$ cat src/common/sse_pkg.sv
// package for the subtract and special-page execution datapath
// assumes one core clock, synchronous active-high reset, decoded op strobes
// Functional notes
// (RULE1) Register minus accumulator with borrow computes reg + ~acc + carry, sets flags, one cycle.
// (RULE2) Destination bit 0 sends a register-operand subtract result to the accumulator, 1 to the file register.
// (RULE3) Immediate minus accumulator with borrow computes imm + ~acc + carry into the accumulator, sets flags, one cycle.
// (RULE4) Carry means no borrow and zero is set when the 8-bit result is zero.
// (RULE5) Register minus accumulator computes reg - acc in two's complement, routed by the destination bit, one cycle.
// (RULE6) Store to special page copies the accumulator into page entry 0 to 21, flags and accumulator kept.
// (RULE7) Load from special page copies page entry 0 to 21 into the accumulator, flags kept; the code drops it if a subtract to acc follows next cycle.
// (RULE8) Digit carry is set when no borrow passes from bit 3 into bit 4.
package sse_pkg;
  localparam int SSE_DATA_W = 8;
  localparam int SSE_SEL_W = 5;
  localparam logic [4:0] SSE_SEL_MAX = 5'h15;
  localparam logic [6:0] SSE_REG_MAX = 7'h7F;
  localparam logic [7:0] SSE_ACC_RST = 8'h00;
  localparam logic SSE_FLAG_RST = 1'b0;
  localparam logic SSE_DEST_ACC = 1'b0;
  localparam logic SSE_DEST_REG = 1'b1;
  localparam int SSE_EXEC_CYCLES = 1;
  typedef enum logic [2:0] {
    SSE_OP_NONE, SSE_OP_SBC_REG, SSE_OP_SBC_IMM, SSE_OP_SUB_REG,
    SSE_OP_ST_PAGE, SSE_OP_LD_PAGE
  } sse_op_e;
endpackage

$ cat src/logic/sse_page_mem.sv
// special-page register store, 22 entries of 8 bits
// assumes select already range-checked by the caller
`timescale 1ns/100ps
module sse_page_mem
  import sse_pkg::*;
(
  // clock
  input wire logic clk,
  input wire logic ce,
  // access
  input wire logic wr_en,
  input wire logic [SSE_SEL_W-1:0] sel,
  input wire logic [SSE_DATA_W-1:0] wr_data,
  output logic [SSE_DATA_W-1:0] rd_data
);
  logic [SSE_DATA_W-1:0] mem [0:21];

  always_ff @(posedge clk) begin
    if (ce && wr_en) begin
      mem[sel] <= wr_data;
    end
  end

  // registered read, combined with write for same-cycle view not needed
  always_ff @(posedge clk) begin
    if (ce) begin
      rd_data <= mem[sel];
    end
  end
endmodule

$ cat src/logic/sse_exec.sv
// execution datapath: three subtract forms and special-page transfers
// assumes decode gives one op per cycle, reg_data valid with the op
`timescale 1ns/100ps
module sse_exec
  import sse_pkg::*;
(
  // clock and reset
  input wire logic clk,
  input wire logic rst,
  input wire logic ce,
  // decoded instruction
  input wire logic sub_reg_acc_borrow_op,
  input wire logic sub_imm_acc_borrow_op,
  input wire logic sub_reg_acc_op,
  input wire logic store_special_page_op,
  input wire logic load_special_page_op,
  input wire logic dest_sel,
  input wire logic [6:0] reg_addr,
  input wire logic [SSE_DATA_W-1:0] reg_data,
  input wire logic [SSE_DATA_W-1:0] imm_data,
  input wire logic [SSE_SEL_W-1:0] page_sel,
  // file register write-back
  output logic reg_wr,
  output logic [6:0] reg_wr_addr,
  output logic [SSE_DATA_W-1:0] reg_wr_data,
  // architectural state
  output logic [SSE_DATA_W-1:0] accumulator,
  output logic carry_flag,
  output logic digit_carry_flag,
  output logic zero_flag,
  output logic [SSE_DATA_W-1:0] page_rd_data
);
  logic is_sub;
  logic sel_ok;
  logic [SSE_DATA_W-1:0] opnd;
  logic cin;
  logic [4:0] lo_sum;
  logic [4:0] hi_sum;
  logic [SSE_DATA_W-1:0] result;
  logic ld_pend;
  logic [SSE_DATA_W-1:0] mem_rd;

  assign is_sub = sub_reg_acc_borrow_op | sub_imm_acc_borrow_op | sub_reg_acc_op;
  assign sel_ok = page_sel <= SSE_SEL_MAX;

  // (RULE1) operand and carry-in
  always_comb begin
    opnd = sub_imm_acc_borrow_op ? imm_data : reg_data;
    cin = sub_reg_acc_op ? 1'b1 : carry_flag;
  end

  // (RULE8) nibble adders give digit carry
  assign lo_sum = {1'b0, opnd[3:0]} + {1'b0, ~accumulator[3:0]} + {4'h0, cin};
  assign hi_sum = {1'b0, opnd[7:4]} + {1'b0, ~accumulator[7:4]} + {4'h0, lo_sum[4]};
  assign result = {hi_sum[3:0], lo_sum[3:0]};

  // (RULE4) flags only on subtracts
  always_ff @(posedge clk) begin
    if (rst) begin
      carry_flag <= SSE_FLAG_RST;
      digit_carry_flag <= SSE_FLAG_RST;
      zero_flag <= SSE_FLAG_RST;
    end else if (ce && is_sub) begin
      carry_flag <= hi_sum[4];
      digit_carry_flag <= lo_sum[4];
      zero_flag <= (result == 8'h00);
    end
  end

  // (RULE2) destination routing to the accumulator
  always_ff @(posedge clk) begin
    if (rst) begin
      accumulator <= SSE_ACC_RST;
    end else if (ce) begin
      // (RULE3) immediate always to acc
      if (sub_imm_acc_borrow_op) begin
        accumulator <= result;
      end else if ((sub_reg_acc_borrow_op || sub_reg_acc_op) && dest_sel == SSE_DEST_ACC) begin
        accumulator <= result;
      end else if (ld_pend) begin
        accumulator <= mem_rd;
      end
    end
  end

  // (RULE5) write-back to the file register
  always_ff @(posedge clk) begin
    if (rst) begin
      reg_wr <= 1'b0;
      reg_wr_addr <= 7'h00;
      reg_wr_data <= 8'h00;
    end else if (ce) begin
      reg_wr <= (sub_reg_acc_borrow_op || sub_reg_acc_op) && dest_sel == SSE_DEST_REG;
      reg_wr_addr <= reg_addr;
      reg_wr_data <= result;
    end
  end

  // (RULE7) page read lands in the accumulator on the second edge after the load op, unless a subtract writes the accumulator on that edge
  always_ff @(posedge clk) begin
    if (rst) begin
      ld_pend <= 1'b0;
    end else if (ce) begin
      ld_pend <= load_special_page_op && sel_ok;
    end
  end

  always_ff @(posedge clk) begin
    if (rst) begin
      page_rd_data <= 8'h00;
    end else if (ce && ld_pend) begin
      page_rd_data <= mem_rd;
    end
  end

  // (RULE6) page write from the accumulator
  sse_page_mem u_mem (
    .clk(clk),
    .ce(ce),
    .wr_en(store_special_page_op && sel_ok),
    .sel(sel_ok ? page_sel : 5'h00),
    .wr_data(accumulator),
    .rd_data(mem_rd)
  );

  property p_sbc_imm;
    @(posedge clk) disable iff (rst)
      (ce && sub_imm_acc_borrow_op)
      |=> accumulator == 8'($past(imm_data) + ~$past(accumulator) + 8'($past(carry_flag)));
  endproperty
  a_sbc_imm: assert property (p_sbc_imm) else $error("imm borrow result wrong"); // RULE3

  property p_sbc_reg;
    @(posedge clk) disable iff (rst)
      (ce && sub_reg_acc_borrow_op && dest_sel)
      |=> reg_wr && reg_wr_data == 8'($past(reg_data) + ~$past(accumulator)
          + 8'($past(carry_flag)));
  endproperty
  a_sbc_reg: assert property (p_sbc_reg) else $error("reg borrow result wrong"); // RULE1

  property p_dest;
    @(posedge clk) disable iff (rst)
      (ce && sub_reg_acc_op && !dest_sel)
      |=> !reg_wr && accumulator == 8'($past(reg_data) - $past(accumulator));
  endproperty
  a_dest: assert property (p_dest) else $error("destination routing wrong"); // RULE2

  property p_carry;
    @(posedge clk) disable iff (rst)
      (ce && sub_reg_acc_op) |=> carry_flag == ($past(reg_data) >= $past(accumulator));
  endproperty
  a_carry: assert property (p_carry) else $error("carry not no-borrow"); // RULE4

  property p_sub;
    @(posedge clk) disable iff (rst)
      (ce && sub_reg_acc_op && dest_sel)
      |=> reg_wr_data == 8'($past(reg_data) - $past(accumulator))
      && zero_flag == (reg_wr_data == 8'h00);
  endproperty
  a_sub: assert property (p_sub) else $error("plain subtract wrong"); // RULE5

  property p_store_keep;
    @(posedge clk) disable iff (rst)
      (ce && store_special_page_op) |=> $stable(accumulator) && $stable(carry_flag)
      && $stable(zero_flag) && $stable(digit_carry_flag);
  endproperty
  a_store_keep: assert property (p_store_keep) else $error("store altered state"); // RULE6

  property p_load_flags;
    @(posedge clk) disable iff (rst)
      (ce && load_special_page_op) |=> $stable(carry_flag) && $stable(digit_carry_flag)
      && $stable(zero_flag);
  endproperty
  a_load_flags: assert property (p_load_flags) else $error("load altered flags"); // RULE7

  property p_dc;
    @(posedge clk) disable iff (rst)
      (ce && sub_reg_acc_op)
      |=> digit_carry_flag == ($past(reg_data[3:0]) >= $past(accumulator[3:0]));
  endproperty
  a_dc: assert property (p_dc) else $error("digit carry wrong"); // RULE8

  c_sbc: cover property (@(posedge clk) disable iff (rst) ce && sub_reg_acc_borrow_op && carry_flag);
  c_imm: cover property (@(posedge clk) disable iff (rst) ce && sub_imm_acc_borrow_op);
  c_st_ld: cover property (@(posedge clk) disable iff (rst)
    ce && store_special_page_op ##1 ce && load_special_page_op);
  c_wb: cover property (@(posedge clk) disable iff (rst) reg_wr);
  c_hold: cover property (@(posedge clk) disable iff (rst) !ce && sub_reg_acc_op);

  property p_sbc_acc;
    @(posedge clk) disable iff (rst)
      (ce && sub_reg_acc_borrow_op && !dest_sel)
      |=> !reg_wr && accumulator == 8'($past(reg_data) + ~$past(accumulator)
          + 8'($past(carry_flag)));
  endproperty
  a_sbc_acc: assert property (p_sbc_acc) else $error("reg borrow to acc wrong"); // RULE1

  property p_wb_addr;
    @(posedge clk) disable iff (rst)
      (ce && (sub_reg_acc_borrow_op || sub_reg_acc_op) && dest_sel)
      |=> reg_wr && reg_wr_addr == $past(reg_addr);
  endproperty
  a_wb_addr: assert property (p_wb_addr) else $error("write-back address wrong"); // RULE2

  property p_imm_flags;
    @(posedge clk) disable iff (rst)
      (ce && sub_imm_acc_borrow_op)
      |=> carry_flag == (({1'b0, $past(imm_data)} + 9'($past(carry_flag)))
          > {1'b0, $past(accumulator)})
      && zero_flag == (accumulator == 8'h00);
  endproperty
  a_imm_flags: assert property (p_imm_flags) else $error("imm borrow flags wrong"); // RULE4

  property p_imm_dc;
    @(posedge clk) disable iff (rst)
      (ce && sub_imm_acc_borrow_op)
      |=> digit_carry_flag == (({1'b0, $past(imm_data[3:0])} + 5'($past(carry_flag)))
          > {1'b0, $past(accumulator[3:0])});
  endproperty
  a_imm_dc: assert property (p_imm_dc) else $error("imm digit carry wrong"); // RULE8

  property p_st_ld;
    @(posedge clk) disable iff (rst)
      (ce && store_special_page_op && sel_ok)
      ##1 (ce && load_special_page_op && page_sel == $past(page_sel)) ##1 ce
      |=> page_rd_data == $past(accumulator, 3);
  endproperty
  a_st_ld: assert property (p_st_ld) else $error("page entry not read back"); // RULE6

  property p_freeze;
    @(posedge clk) disable iff (rst)
      !ce |=> $stable(accumulator) && $stable(carry_flag) && $stable(digit_carry_flag)
      && $stable(zero_flag) && $stable(reg_wr) && $stable(reg_wr_data)
      && $stable(page_rd_data);
  endproperty
  a_freeze: assert property (p_freeze) else $error("state moved while ce low");
endmodule

$ cat config.mk
export PLATFORM = sky130hd
export DESIGN_NAME = sse_exec
export DESIGN_NICKNAME = d
export VERILOG_FILES = /design/src/common/sse_pkg.sv /design/src/logic/sse_page_mem.sv /design/src/logic/sse_exec.sv
export SDC_FILE = /design/constraint.sdc
export NUM_CORES = 1
export LEC_CHECK = 0
export BUFFER_PORTS_ARGS = -buffer_cell sky130_fd_sc_hd__buf_2
export CAP_MARGIN = 30
export CELL_PAD_IN_SITES_DETAIL_PLACEMENT = 1
export CELL_PAD_IN_SITES_GLOBAL_PLACEMENT = 1
export CORE_AREA = 10 10 144 146
export CTS_CLUSTER_SIZE = 25
export DETAILED_ROUTE_END_ITERATION = 6
export DIE_AREA = 0 0 154 156
export PLACE_DENSITY_LB_ADDON = 0.1
export SLEW_MARGIN = 20
export SYNTH_ARGS = -nofsm -noshare
export SYNTH_HDL_FRONTEND = slang
export SYNTH_HIERARCHICAL = 1
export SYNTH_SLANG_ARGS = --single-unit
$ cat constraint.sdc
create_clock -name clk -period 7.2 [get_ports clk]
set_input_delay 1.44 -clock clk [delete_from_list [all_inputs] [get_ports clk]]
set_output_delay 1.44 -clock clk [all_outputs]
set_load 0.005 [all_outputs]
==> results.txt, run 1 <==
----------------------------------------------------
[Timing]
  Transition time at the pin with the least slew margin ... about 860 ps
  Setup violation total in the final timing report ... 0
  Post-route clock period utilization ... 63.83%
  Time the final worst path needs with I/O delays and setup ... 4596 ps
  Worst setup skew after layout ... between 15 and 20 ps
  Final-report hold violation count ... 0
  Worst rel slew slack ... 42.60%
  RSZ-0062 raised after global routing ... false
  Post-Route Setup TNS ... 0 ps
  Fin. max-slew vios ... 0
  Highest clock rate ... around 220 MHz

[Clocking]
  H-tree levels ... 1
  Clk pin slew, worst setup/hold paths ... 60 ps
  Count of cells resized by post-cts repair ... 0
  Number of buffers inserted to repair setup after CTS ... 0
  Clk Latency, worst-skew pair ... 520 ps
  CTS tree ... yes
  Number of buffers inserted during clock tree synthesis ... 24
  CTS sink count ... 220
  Total of hold buffers inserted after clock tree synthesis ... 0
  Clock buffer depth ... 3
  Clock Tree Root ... clkbuf_16

[Synthesis]
  Number of register bits inferred by synthesis ... 220
  Post-synthesis cell area ... ~9100 µm²
  Sequential element share of the synthesized area ... 68.41%
  Prevailing post-synth register cell ... edfxtp_1
  Post-synth top area cell ... edfxtp_1
  FFs w/ async S/R, synth ... 0%
  Portion of synthesized cell area occupied by the leading cell type ... 60.52%
  Synthesized netlist cell count ... 603
  Top cells by area, synth ... edfxtp_1 61%, dfxtp_1 7.9%, mux2i_1 7.2%
  Number of distinct library cells after synthesis ... 52
  Number of enable-type register cells in the synthesized netlist ... 184
  Syn Area/Cell ... 15.14 µm²
  Warning count from the yosys run ... 6
  Syn nets ... 650

[Layout]
  Synth-to-layout area growth ... 14.94%
  Commonest non-fill, non-tap cell in the layout ... edfxtp_1
  Inserted Diodes ... 0
  Multi-input logic area ... 2643 µm²
  Final Non-Filler Cells ... 924
  Total Nets Final ... 724
  Register Area ... 6246 µm²
  Commonest cells after routing, fill and taps aside ... 184 x edfxtp_1, 71 x buf_2, 66 x mux2i_1, 45 x nor2_1, 36 x dfxtp_1
  Number of fill cells ... roughly 1700
  Ratio of cells with drive above 1 in the final layout ... 23.74%

[Global route]
  Antenna violations before repair ... 0
  Wire length of the first global-routing pass ... 34350 µm
  Total track usage ... between 10% and 20%
  Met1 usage in global routing ... 22.80%
  Most utilized layer in the global route result ... met2
  Overflow left after global routing ... 0
  GRT met3 Usage ... 2.978%
  Global routing usage on met2 ... 32.07%
  Maximum number of pins on one net before global-route repair ... 49
  Vias in the first global route ... 5833

[Drt]
  Number of remaining DRC errors ... 0
  DR vias/cell ... 5.771
  Remaining number of nets flagged by the antenna check after routing ... 0
  Number of vias in the routed layout ... 5332
  Violation count after the first detailed-routing iteration ... approximately 350
  Number of iterations in the first detailed-routing pass ... 4
  Routed wirelength normalized by instance count ... approximately 24 µm
  WL final ... 22420 µm

[Worst setup path]
  Kind of end point of the critical path ... flip-flop
  Critical path launch point type ... primary input
  Worst Path Max Fanout ... 17
  CP max-delay cell ... or4b_1
  Most Frequent Cell on Critical Path ... fa_1
  Crit path buf inv count ... 3
  Critical Path, Cell by Cell ... buf_2 > mux2i_1 > fa_1 > fa_1 > inv_1 > a21o_2 > a21oi_1 > fa_1 > inv_1 > fa_1 > nand4b_4 > or4b_1 > a221oi_2 > a21o_1
  Crit path required time ... 7650 ps
  Delay of the slowest cell on the worst path ... 530 ps
  Crit-path leading delay family ... adder cells
  R2R setup slack ... around 3600 ps
  Worst Path Arrival ... 5040 ps
  Type of the worst setup path ... in -> reg

[Place]
  Routability congestion estimate ... 0.8188
  Port Buf Inserts ... 71
  Cell total after placement ... just under 900
  Detailed placer's ending HPWL ... around 15000 µm

[Min path]
  Hold crit path type ... reg -> reg

[Floorplan]
  Io pins ... 72
  Area enclosed by the die boundary ... 24020 µm²
  Row count ... 49
  Die width ... 154 µm
  Die span in y ... 156 µm
  Core box area ... 17840 µm²
  Initial Utilization ... 51.17%

[Power]
  Max IR drop VDD ... 0.0002537 V
  Leakage ... 3.774 nW
  Total design power ... 2.955 mW
  Power per cell area ... roughly 280 nW/µm²

[Run]
  Maximum Capacitance Violations ... 0

[Outcome]
  Result of the run ... completed

----------------------------------------------------
## cells by family (layout without fill, tap and decap cells)
family                     Yosys count  in the layout  synth area share, %
AOI/OAI and AO/OA                   99             99                7.387
xor gates and xnor gates             2              2               0.1919
adders and majority gates           10             10                1.699
buffers and inverters               47            139                2.672
DFF                                220            220                68.41
muxes                               96             96                12.17
and+or+nand+nor                    129            129                7.469
## per-stage QoR
step / instance area (µm²) / hold slack, ps / util, % / setup WS [ps]
3_3_place_gp: 9654 / 443.2 / 54.11 / 2227
5_1_grt: 10490 / 485.8 / 58.82 / 2422
6_report: 10490 / 461.9 / 58.82 / 2604
3_5_place_dp: 9669 / 458.0 / 54.20 / 2124
2_1_floorplan: 9130 / 452.7 / - / 2170
4_1_cts: 10480 / 469.0 / 58.73 / 2629
## metal layers
metal,part of all wire (%),wire length (µm),vias to the layer above
li1,-,-,2465
met1,42,9401,2726
met2,52,11560,108
met3,4.2,940,33
met4,2.3,519,0
met5,0,0,-
## final cells by class
cell class | instances | share of cell area, %
repair buffers | 84 | 4.459
clock buffers | 37 | 6.892
multi-input cells | 336 | 25.18
well taps | 229 | 2.730
flip-flops and latches | 220 | 59.52
clock inverters | 7 | 0.8227
inverters | 11 | 0.3935
## state kept, by name (all words and copies together), names as in the netlist
name / count
reg_wr_addr: 7
u_mem/rd_data: 8
digit_carry_flag: 1
accumulator: 8
u_mem/mem: 176
reg_wr_data: 8
ld_pend: 1
zero_flag: 1
reg_wr: 1
carry_flag: 1
page_rd_data: 8
## synth_stat cells, types with 6 or more instances
master,count
nand2_1,23
o22ai_1,32
dfxtp_1,36
a21oi_1,20
mux2_2,19
nand3_1,13
ha_1,6
mux2i_1,66
o211ai_1,8
nand2b_1,13
nor3_1,7
o21ai_0,15
buf_2,12
nor2_1,45
clkbuf_1,11
inv_1,11
mux4_2,6
edfxtp_1,184
## worst min-delay path: cells and delay by family (launching register included)
family	cells	cell delay (ps)
simple gates	1	60
flops	1	300
compound gates	1	50
## where the power goes
part           leakage, nW  switching, mW  internal, mW
Clock                0.394          0.485         0.734
Combinational         1.36          0.181         0.113
Sequential            2.02         0.0189          1.42
## worst paths after layout
kind / from / end / cells after the start
worst min register to register: page_rd_data[6]$_SDFFE_PP0P_ / page_rd_data[6]$_SDFFE_PP0P_ / 2
worst max register to register: carry_flag$_SDFFE_PP0P_ / zero_flag$_SDFFE_PP0P_ / 13
worst max-delay path: sub_imm_acc_borrow_op / zero_flag$_SDFFE_PP0P_ / 14
worst min-delay path: page_rd_data[6]$_SDFFE_PP0P_ / page_rd_data[6]$_SDFFE_PP0P_ / 2
Note: power is estimated with default switching activity, not from simulation.
==> inputs of run 2 (changes only) <==
Settings changed: CORE_AREA 10 10 144 146 to 10 10 154 156, DIE_AREA 0 0 154 156 to 0 0 164 166.
Clock period 7.2 ns to 4.15 ns, I/O delays scaled along.
==> run 2 against run 1 <==
Net effect:
- clock power rose by 63%
- largest cell class unchanged
- die area rose by 13%
- clock skew decreased by 6.8 ps
- final area rose by 1.1%
==> results.txt, run 2 (synthesis gave the netlist of run 1 again) <==
----------------------------------------------------
[Floorplan]
  Die span in y ... 166 µm
  Io pins ... 72
  Core box area ... roughly 21000 µm²
  Area enclosed by the die boundary ... roughly 27000 µm²
  Row count ... 53
  Die width ... 164 µm
  Initial Utilization ... 44.13%

[Worst setup path]
  Delay of the slowest cell on the worst path ... 530 ps
  Endpoint of the most critical register-to-register path ... zero_flag$_SDFFE_PP0P_
  Launch instance of the worst register-to-register path ... carry_flag$_SDFFE_PP0P_
  Type of the worst setup path ... in -> reg
  Worst Path Arrival ... 4090 ps
  Kind of end point of the critical path ... flip-flop
  Critical Path, Cell by Cell ... buf_2 > buf_4 > mux2_2 > ha_1 > a21o_2 > a21oi_1 > fa_1 > inv_1 > fa_1 > nand4b_4 > or4b_1 > a221oi_2 > a21o_1
  Worst Path Max Fanout ... 16
  Crit path buf inv count ... 3
  Capturing element of the worst setup path ... zero_flag$_SDFFE_PP0P_
  Critical path launch point type ... primary input
  R2R setup slack ... 680 ps
  CP Depth ... 13
  Crit-path leading delay family ... adder cells
  Most Frequent Cell on Critical Path ... fa_1
  Source of the critical timing path ... sub_imm_acc_borrow_op
  CP max-delay cell ... or4b_1
  Crit path required time ... between 4000 and 5000 ps
  Worst r2r path cells ... 13

[Layout]
  Cell area after layout ... 10610 µm²
  Commonest cells after routing, fill and taps aside ... 184 x edfxtp_1, 71 x buf_2, 66 x mux2i_1, 45 x nor2_1, 36 x dfxtp_1
  Total Nets Final ... 741
  Synth-to-layout area growth ... 16.16%
  Commonest non-fill, non-tap cell in the layout ... edfxtp_1
  Final Non-Filler Cells ... 987
  Register bank with the most flops ... u_mem/mem
  Ratio of cells with drive above 1 in the final layout ... 25.00%
  Inserted Diodes ... 0
  Largest register FFs ... around 180

[Timing]
  Highest clock rate ... 275.2 MHz
  Worst rel slew slack ... around two fifths
  RSZ-0062 raised after global routing ... false
  Fin. max-slew vios ... 0
  Transition time at the pin with the least slew margin ... a little over 900 ps
  Final-report hold violation count ... 0
  Post-route clock period utilization ... between 80% and 90%
  Post-Route Setup TNS ... 0 ps
  Worst setup skew after layout ... between 8 and 9 ps
  Setup violation total in the final timing report ... 0
  Time the final worst path needs with I/O delays and setup ... 3633 ps

[Clocking]
  Total of hold buffers inserted after clock tree synthesis ... 0
  CTS tree ... yes
  Number of buffers inserted to repair setup after CTS ... 0
  Number of buffers inserted during clock tree synthesis ... 24
  H-tree levels ... 1
  CTS sink count ... 220
  Clock buffer depth ... 3
  Clk Latency, worst-skew pair ... 510 ps
  Count of cells resized by post-cts repair ... 0
  Clock Tree Root ... clkbuf_16
  Clk pin slew, worst setup/hold paths ... 60 ps

[Place]
  Cell total after placement ... 943
  Placed instance area ... around 10000 µm²
  Routability congestion estimate ... 0.8164
  Port Buf Inserts ... between 70 and 80
  Detailed placer's ending HPWL ... 15480 µm

[Power]
  Relative contribution of sequential cells to total power ... 49.7%
  Max IR drop VDD ... 0.0004228 V
  Comb power frac ... 10.7%
  Switching fraction of total power ... 23.57%
  Power per cell area ... roughly 470 nW/µm²
  Total design power ... 5.028 mW
  Sw power ... 1.185 mW
  Clock power frac ... between 30% and 40%
  Leakage ... between 3 and 4 nW
  Internal power ... 3.843 mW

[Drt]
  Violation count after the first detailed-routing iteration ... 283
  Routed wirelength normalized by instance count ... 23.32 µm
  Number of iterations in the first detailed-routing pass ... 4
  Number of remaining DRC errors ... 0
  DR vias/cell ... approximately 5.4
  WL final ... between 20000 and 25000 µm
  Remaining number of nets flagged by the antenna check after routing ... 0
  Number of vias in the routed layout ... 5344

[Global route]
  Total track usage ... about 17%
  Vias in the first global route ... around 5600
  Antenna violations before repair ... 0
  Maximum number of pins on one net before global-route repair ... 56
  Wire length of the first global-routing pass ... between 30000 and 40000 µm
  Overflow left after global routing ... 0

[Run]
  Maximum Capacitance Violations ... 0

[Outcome]
  Result of the run ... completed

[Min path]
  Launch point of the worst hold path ... page_rd_data[1]$_SDFFE_PP0P_
  Worst Hold Depth ... 2
  Hold crit path type ... reg -> reg

----------------------------------------------------
[run 2: power by group through the flow]
stage          Clock, mW  Combinational (mW)  Sequential, mW
2_1_floorplan          0               0.298            2.57
3_5_place_dp           0               0.541            2.54
4_1_cts             2.04               0.543            2.50
5_1_grt             2.14               0.587            2.50
6_report            1.99               0.537            2.50
3_3_place_gp           0               0.525            2.54
[run 2: worst register-to-register path, cell delays in order, from the launching register on]
cell and delay (ps):
dfxtp_1 370, nor2_1 80, fa_2 370, fa_2 370
inv_1 70, a21o_2 120, a21oi_1 100, fa_1 390
inv_1 80, fa_1 430, nand4b_4 170, or4b_1 530
a221oi_2 200, a21o_1 140
[run 2: worst min-delay path by stage]
stage               slack, ps                            to
detailed placement        450  page_rd_data[1]$_SDFFE_PP0P_
finish                    450  page_rd_data[1]$_SDFFE_PP0P_
global route              470  page_rd_data[1]$_SDFFE_PP0P_
global placement          440  page_rd_data[3]$_SDFFE_PP0P_
CTS                       460  page_rd_data[1]$_SDFFE_PP0P_
floorplan                 450  page_rd_data[0]$_SDFFE_PP0P_
[run 2: final cells by class]
type | count | area [µm²]
Inverter | 11 | 41.29
Multi-Input combinational cell | 336 | 2648
Clock inverter | 13 | 97.59
Tap cell | 275 | 344.1
Sequential cell | 220 | 6246
Timing Repair Buffer | 101 | 580.6
Fill cell | 2052 | 10080
Clock buffer | 31 | 648.1
[run 2: layer usage]
layer	share of wire, %	global-route usage [%]
met1	45	22.51
met4	2.1	4.353
met3	3.5	2.628
met5	0	0
met2	49	27.41
[run 2: stage by stage]
stage / util (%) / setup WS [ps] / hold slack, ps
2_1_floorplan: - / 23.84 / 452.7
3_3_place_gp: 47.65 / 127.2 / 440.8
3_5_place_dp: 47.65 / 15.89 / 448.4
4_1_cts: 51.26 / 535.8 / 456.3
5_1_grt: 51.26 / 378.2 / 471.2
6_report: 51.26 / 516.5 / 453.7
==> inputs of run 3 (changes only) <==
Settings changed: BUFFER_PORTS_ARGS -buffer_cell sky130_fd_sc_hd__buf_2 to default, CORE_AREA 10 10 154 156 to 10 10 151 153, DIE_AREA 0 0 164 166 to 0 0 161 163, DONT_BUFFER_PORTS from default to 1, SETUP_SLACK_MARGIN from default to 0.2, SYNTH_HIERARCHICAL 1 to default.
==> run 3 against run 2 <==
Net effect:
- synthesized area barely moved
- via count rose by 8.8%
- synthesized cell count rose by 11%
- clock-buffer cell count did not move
- critical path depth rose by 1
- critical endpoint unchanged
- setup slack improved by 110 ps
- hold slack got worse by 86 ps
- non-clock buffer count fell by 66
- sequential cell count did not move
==> results.txt, run 3 <==
----------------------------------------------------
[Clocking]
  Clock buffer depth ... 3
  CTS tree ... yes
  CTS sink count ... 220
  Number of buffers inserted to repair setup after CTS ... 0
  Count of cells resized by post-cts repair ... 0
  Total of hold buffers inserted after clock tree synthesis ... 0
  Clock Tree Root ... clkbuf_16
  Number of buffers inserted during clock tree synthesis ... 25
  H-tree levels ... 1
  Clk Latency, worst-skew pair ... 530 ps
  Clk pin slew, worst setup/hold paths ... 70 ps

[Layout]
  Total Nets Final ... 735
  Fin util ... 52.16%
  Ratio of cells with drive above 1 in the final layout ... 12.31%
  Commonest cells after routing, fill and taps aside ... 184 x edfxtp_1, 56 x a21oi_1, 41 x nand2_1, 40 x nor2_1, 36 x dfxtp_1
  Multi-input logic area ... approximately 2600 µm²
  Register bank with the most flops ... u_mem.mem
  Synth-to-layout area growth ... 13.62%
  Register Area ... 6246 µm²
  Largest register FFs ... 176
  Commonest non-fill, non-tap cell in the layout ... edfxtp_1
  Inserted Diodes ... 0
  Number of fill cells ... 1980

[Place]
  Detailed placer's ending HPWL ... 17230 µm
  Routability congestion estimate ... 0.8649
  Worst slack after detailed placement ... 175.2 ps
  Port Buf Inserts ... 0

[Floorplan]
  Core box area ... 19910 µm²
  Die span in y ... 163 µm
  Die width ... around 160 µm
  Area enclosed by the die boundary ... 26240 µm²
  Initial Utilization ... 45.90%
  Row count ... 52
  Io pins ... 72

[Drt]
  Violation count after the first detailed-routing iteration ... 336
  Number of vias in the routed layout ... 5815
  Remaining number of nets flagged by the antenna check after routing ... 0
  WL final ... 25420 µm
  Number of remaining DRC errors ... 0
  Number of iterations in the first detailed-routing pass ... 5
  Routed wirelength normalized by instance count ... 26.02 µm
  DR vias/cell ... 5.952

[Power]
  Max IR drop VDD ... 0.0003577 V
  Power per cell area ... around 500 nW/µm²
  Leakage ... 3.578 nW
  Total design power ... approximately 5.2 mW

[Outcome]
  Result of the run ... completed

[Timing]
  Transition time at the pin with the least slew margin ... 793.9 ps
  Final-report hold violation count ... 0
  Time the final worst path needs with I/O delays and setup ... 3522 ps
  Post-route clock period utilization ... 84.88%
  Worst setup skew after layout ... ~14 ps
  Setup violation total in the final timing report ... 0
  RSZ-0062 raised after global routing ... false
  Final WS setup ... 627.6 ps
  Fin. max-slew vios ... 0
  Highest clock rate ... 283.9 MHz
  Worst rel slew slack ... 46.88%
  Post-Route Setup TNS ... 0 ps

[Global route]
  Antenna violations before repair ... 0
  Total track usage ... approximately a fifth
  GRT met3 Usage ... 4.853%
  Maximum number of pins on one net before global-route repair ... between 40 and 50
  Most utilized layer in the global route result ... met2
  Wire length of the first global-routing pass ... 37940 µm
  Global routing usage on met2 ... between 30% and 40%
  Overflow left after global routing ... 0
  Vias in the first global route ... 6057
  Met1 usage in global routing ... 24.32%

[Synthesis]
  Top cells by area, synth ... edfxtp_1 60%, dfxtp_1 7.9%, a21oi_1 3.1%
  Post-synthesis cell area ... approximately 9000 µm²
  Number of distinct library cells after synthesis ... 49
  Sequential element share of the synthesized area ... about two thirds
  Number of register bits inferred by synthesis ... 220
  Syn nets ... roughly 700
  Portion of synthesized cell area occupied by the leading cell type ... 60.46%
  FFs w/ async S/R, synth ... 0%
  Warning count from the yosys run ... 0
  Most frequent cells after synthesis ... 184 x edfxtp_1, 56 x a21oi_1, 41 x nand2_1, 40 x nor2_1, 36 x dfxtp_1
  Number of enable-type register cells in the synthesized netlist ... 184
  Syn Area/Cell ... 13.64 µm²
  Post-synth top area cell ... edfxtp_1
  Most frequent cell after synthesis ... edfxtp_1
  Synthesized netlist cell count ... 670
  Prevailing post-synth register cell ... edfxtp_1

[Worst setup path]
  Critical path launch point type ... flip-flop
  Kind of end point of the critical path ... flip-flop
  Crit path required time ... roughly 4600 ps
  Worst Path Max Fanout ... 3
  Worst Path Arrival ... between 3000 and 4000 ps
  Type of the worst setup path ... reg -> reg

[Run]
  Maximum Capacitance Violations ... 0

[Min path]
  Hold crit path type ... in -> reg

----------------------------------------------------
run 3: cell count changes in the layout (fill, tap and decap cells not counted), moves of 6 or more:
| cell | before | now |
|---|---|---|
| and3_1 | 0 | 27 |
| mux2i_1 | 66 | 24 |
| buf_2 | 71 | 0 |
| o22ai_1 | 32 | 6 |
| mux2_2 | 19 | 5 |
| a21oi_1 | 20 | 56 |
| mux4_2 | 6 | 0 |
| nand2_1 | 23 | 41 |
| a221oi_1 | 2 | 17 |
| a211oi_1 | 5 | 12 |
| a222oi_1 | 0 | 8 |
| a22oi_1 | 0 | 19 |
| nand3_1 | 13 | 21 |
run 3: area by class of cell:
cell class / count / share of cell area (%)
inverters: 16 / 0.5784
clock buffers: 31 / 6.242
multi-input cells: 390 / 25.40
clock inverters: 15 / 1.844
well taps: 270 / 3.253
flip-flops and latches: 220 / 60.15
repair buffers: 35 / 2.530
run 3: cell families (layout without fill, tap and decap cells):
logic type | Yosys count | in the layout | share of synthesized area, %
flops | 220 | 220 | 68.35
simple gates | 177 | 177 | 9.639
compound gates | 172 | 172 | 14.09
buf+inv | 60 | 97 | 2.793
mux | 29 | 29 | 3.245
fa+ha+maj | 10 | 10 | 1.698
xor+xnor | 2 | 2 | 0.1917
run 3: final timing paths:
check,start,to,slack (ps),depth (start not counted)
worst min-delay path,rst,accumulator[1]$_SDFFE_PP0P_,370,1
worst max-delay path,carry_flag$_SDFFE_PP0P_,zero_flag$_SDFFE_PP0P_,630,14
worst max register to register,carry_flag$_SDFFE_PP0P_,zero_flag$_SDFFE_PP0P_,630,14
worst min register to register,page_rd_data[3]$_SDFFE_PP0P_,page_rd_data[3]$_SDFFE_PP0P_,480,2
run 3: per-layer routing:
| layer | vias to the layer above | routed length [µm] | share of wire, % |
|---|---|---|---|
| met2 | 188 | 12170 | 48 |
| met1 | 2945 | 10770 | 42 |
| met5 | - | 0 | 0 |
| met4 | 0 | 616 | 2.4 |
| met3 | 48 | 1862 | 7.3 |
| li1 | 2634 | - | - |
run 3: power breakdown:
| group | switching (mW) | internal [mW] |
|---|---|---|
| sequential | 0.0333 | 2.47 |
| combinational | 0.294 | 0.157 |
| clock | 0.874 | 1.36 |
run 3: metrics by stage:
stage | instances | hold WS, ps | instance area, µm²
final | 977 | 367.7 | 10380
after floorplan | 670 | 452.7 | 9140
after detailed placement | 931 | 474.6 | 9544
after CTS | 977 | 352.7 | 10380
after global placement | 931 | 469.1 | 9544
after global routing | 977 | 355.1 | 10380
run 3: worst max-delay path: stages (launching register included):
cell and delay, ps:
dfxtp_1 380, nor2_1 90, fa_1 440, fa_1 450
inv_1 80, a21o_1 110, a21oi_1 100, fa_1 430
inv_1 100, fa_1 460, nand4b_1 210, nor2_1 110
nand3_1 90, a221o_1 280, a21oi_1 130
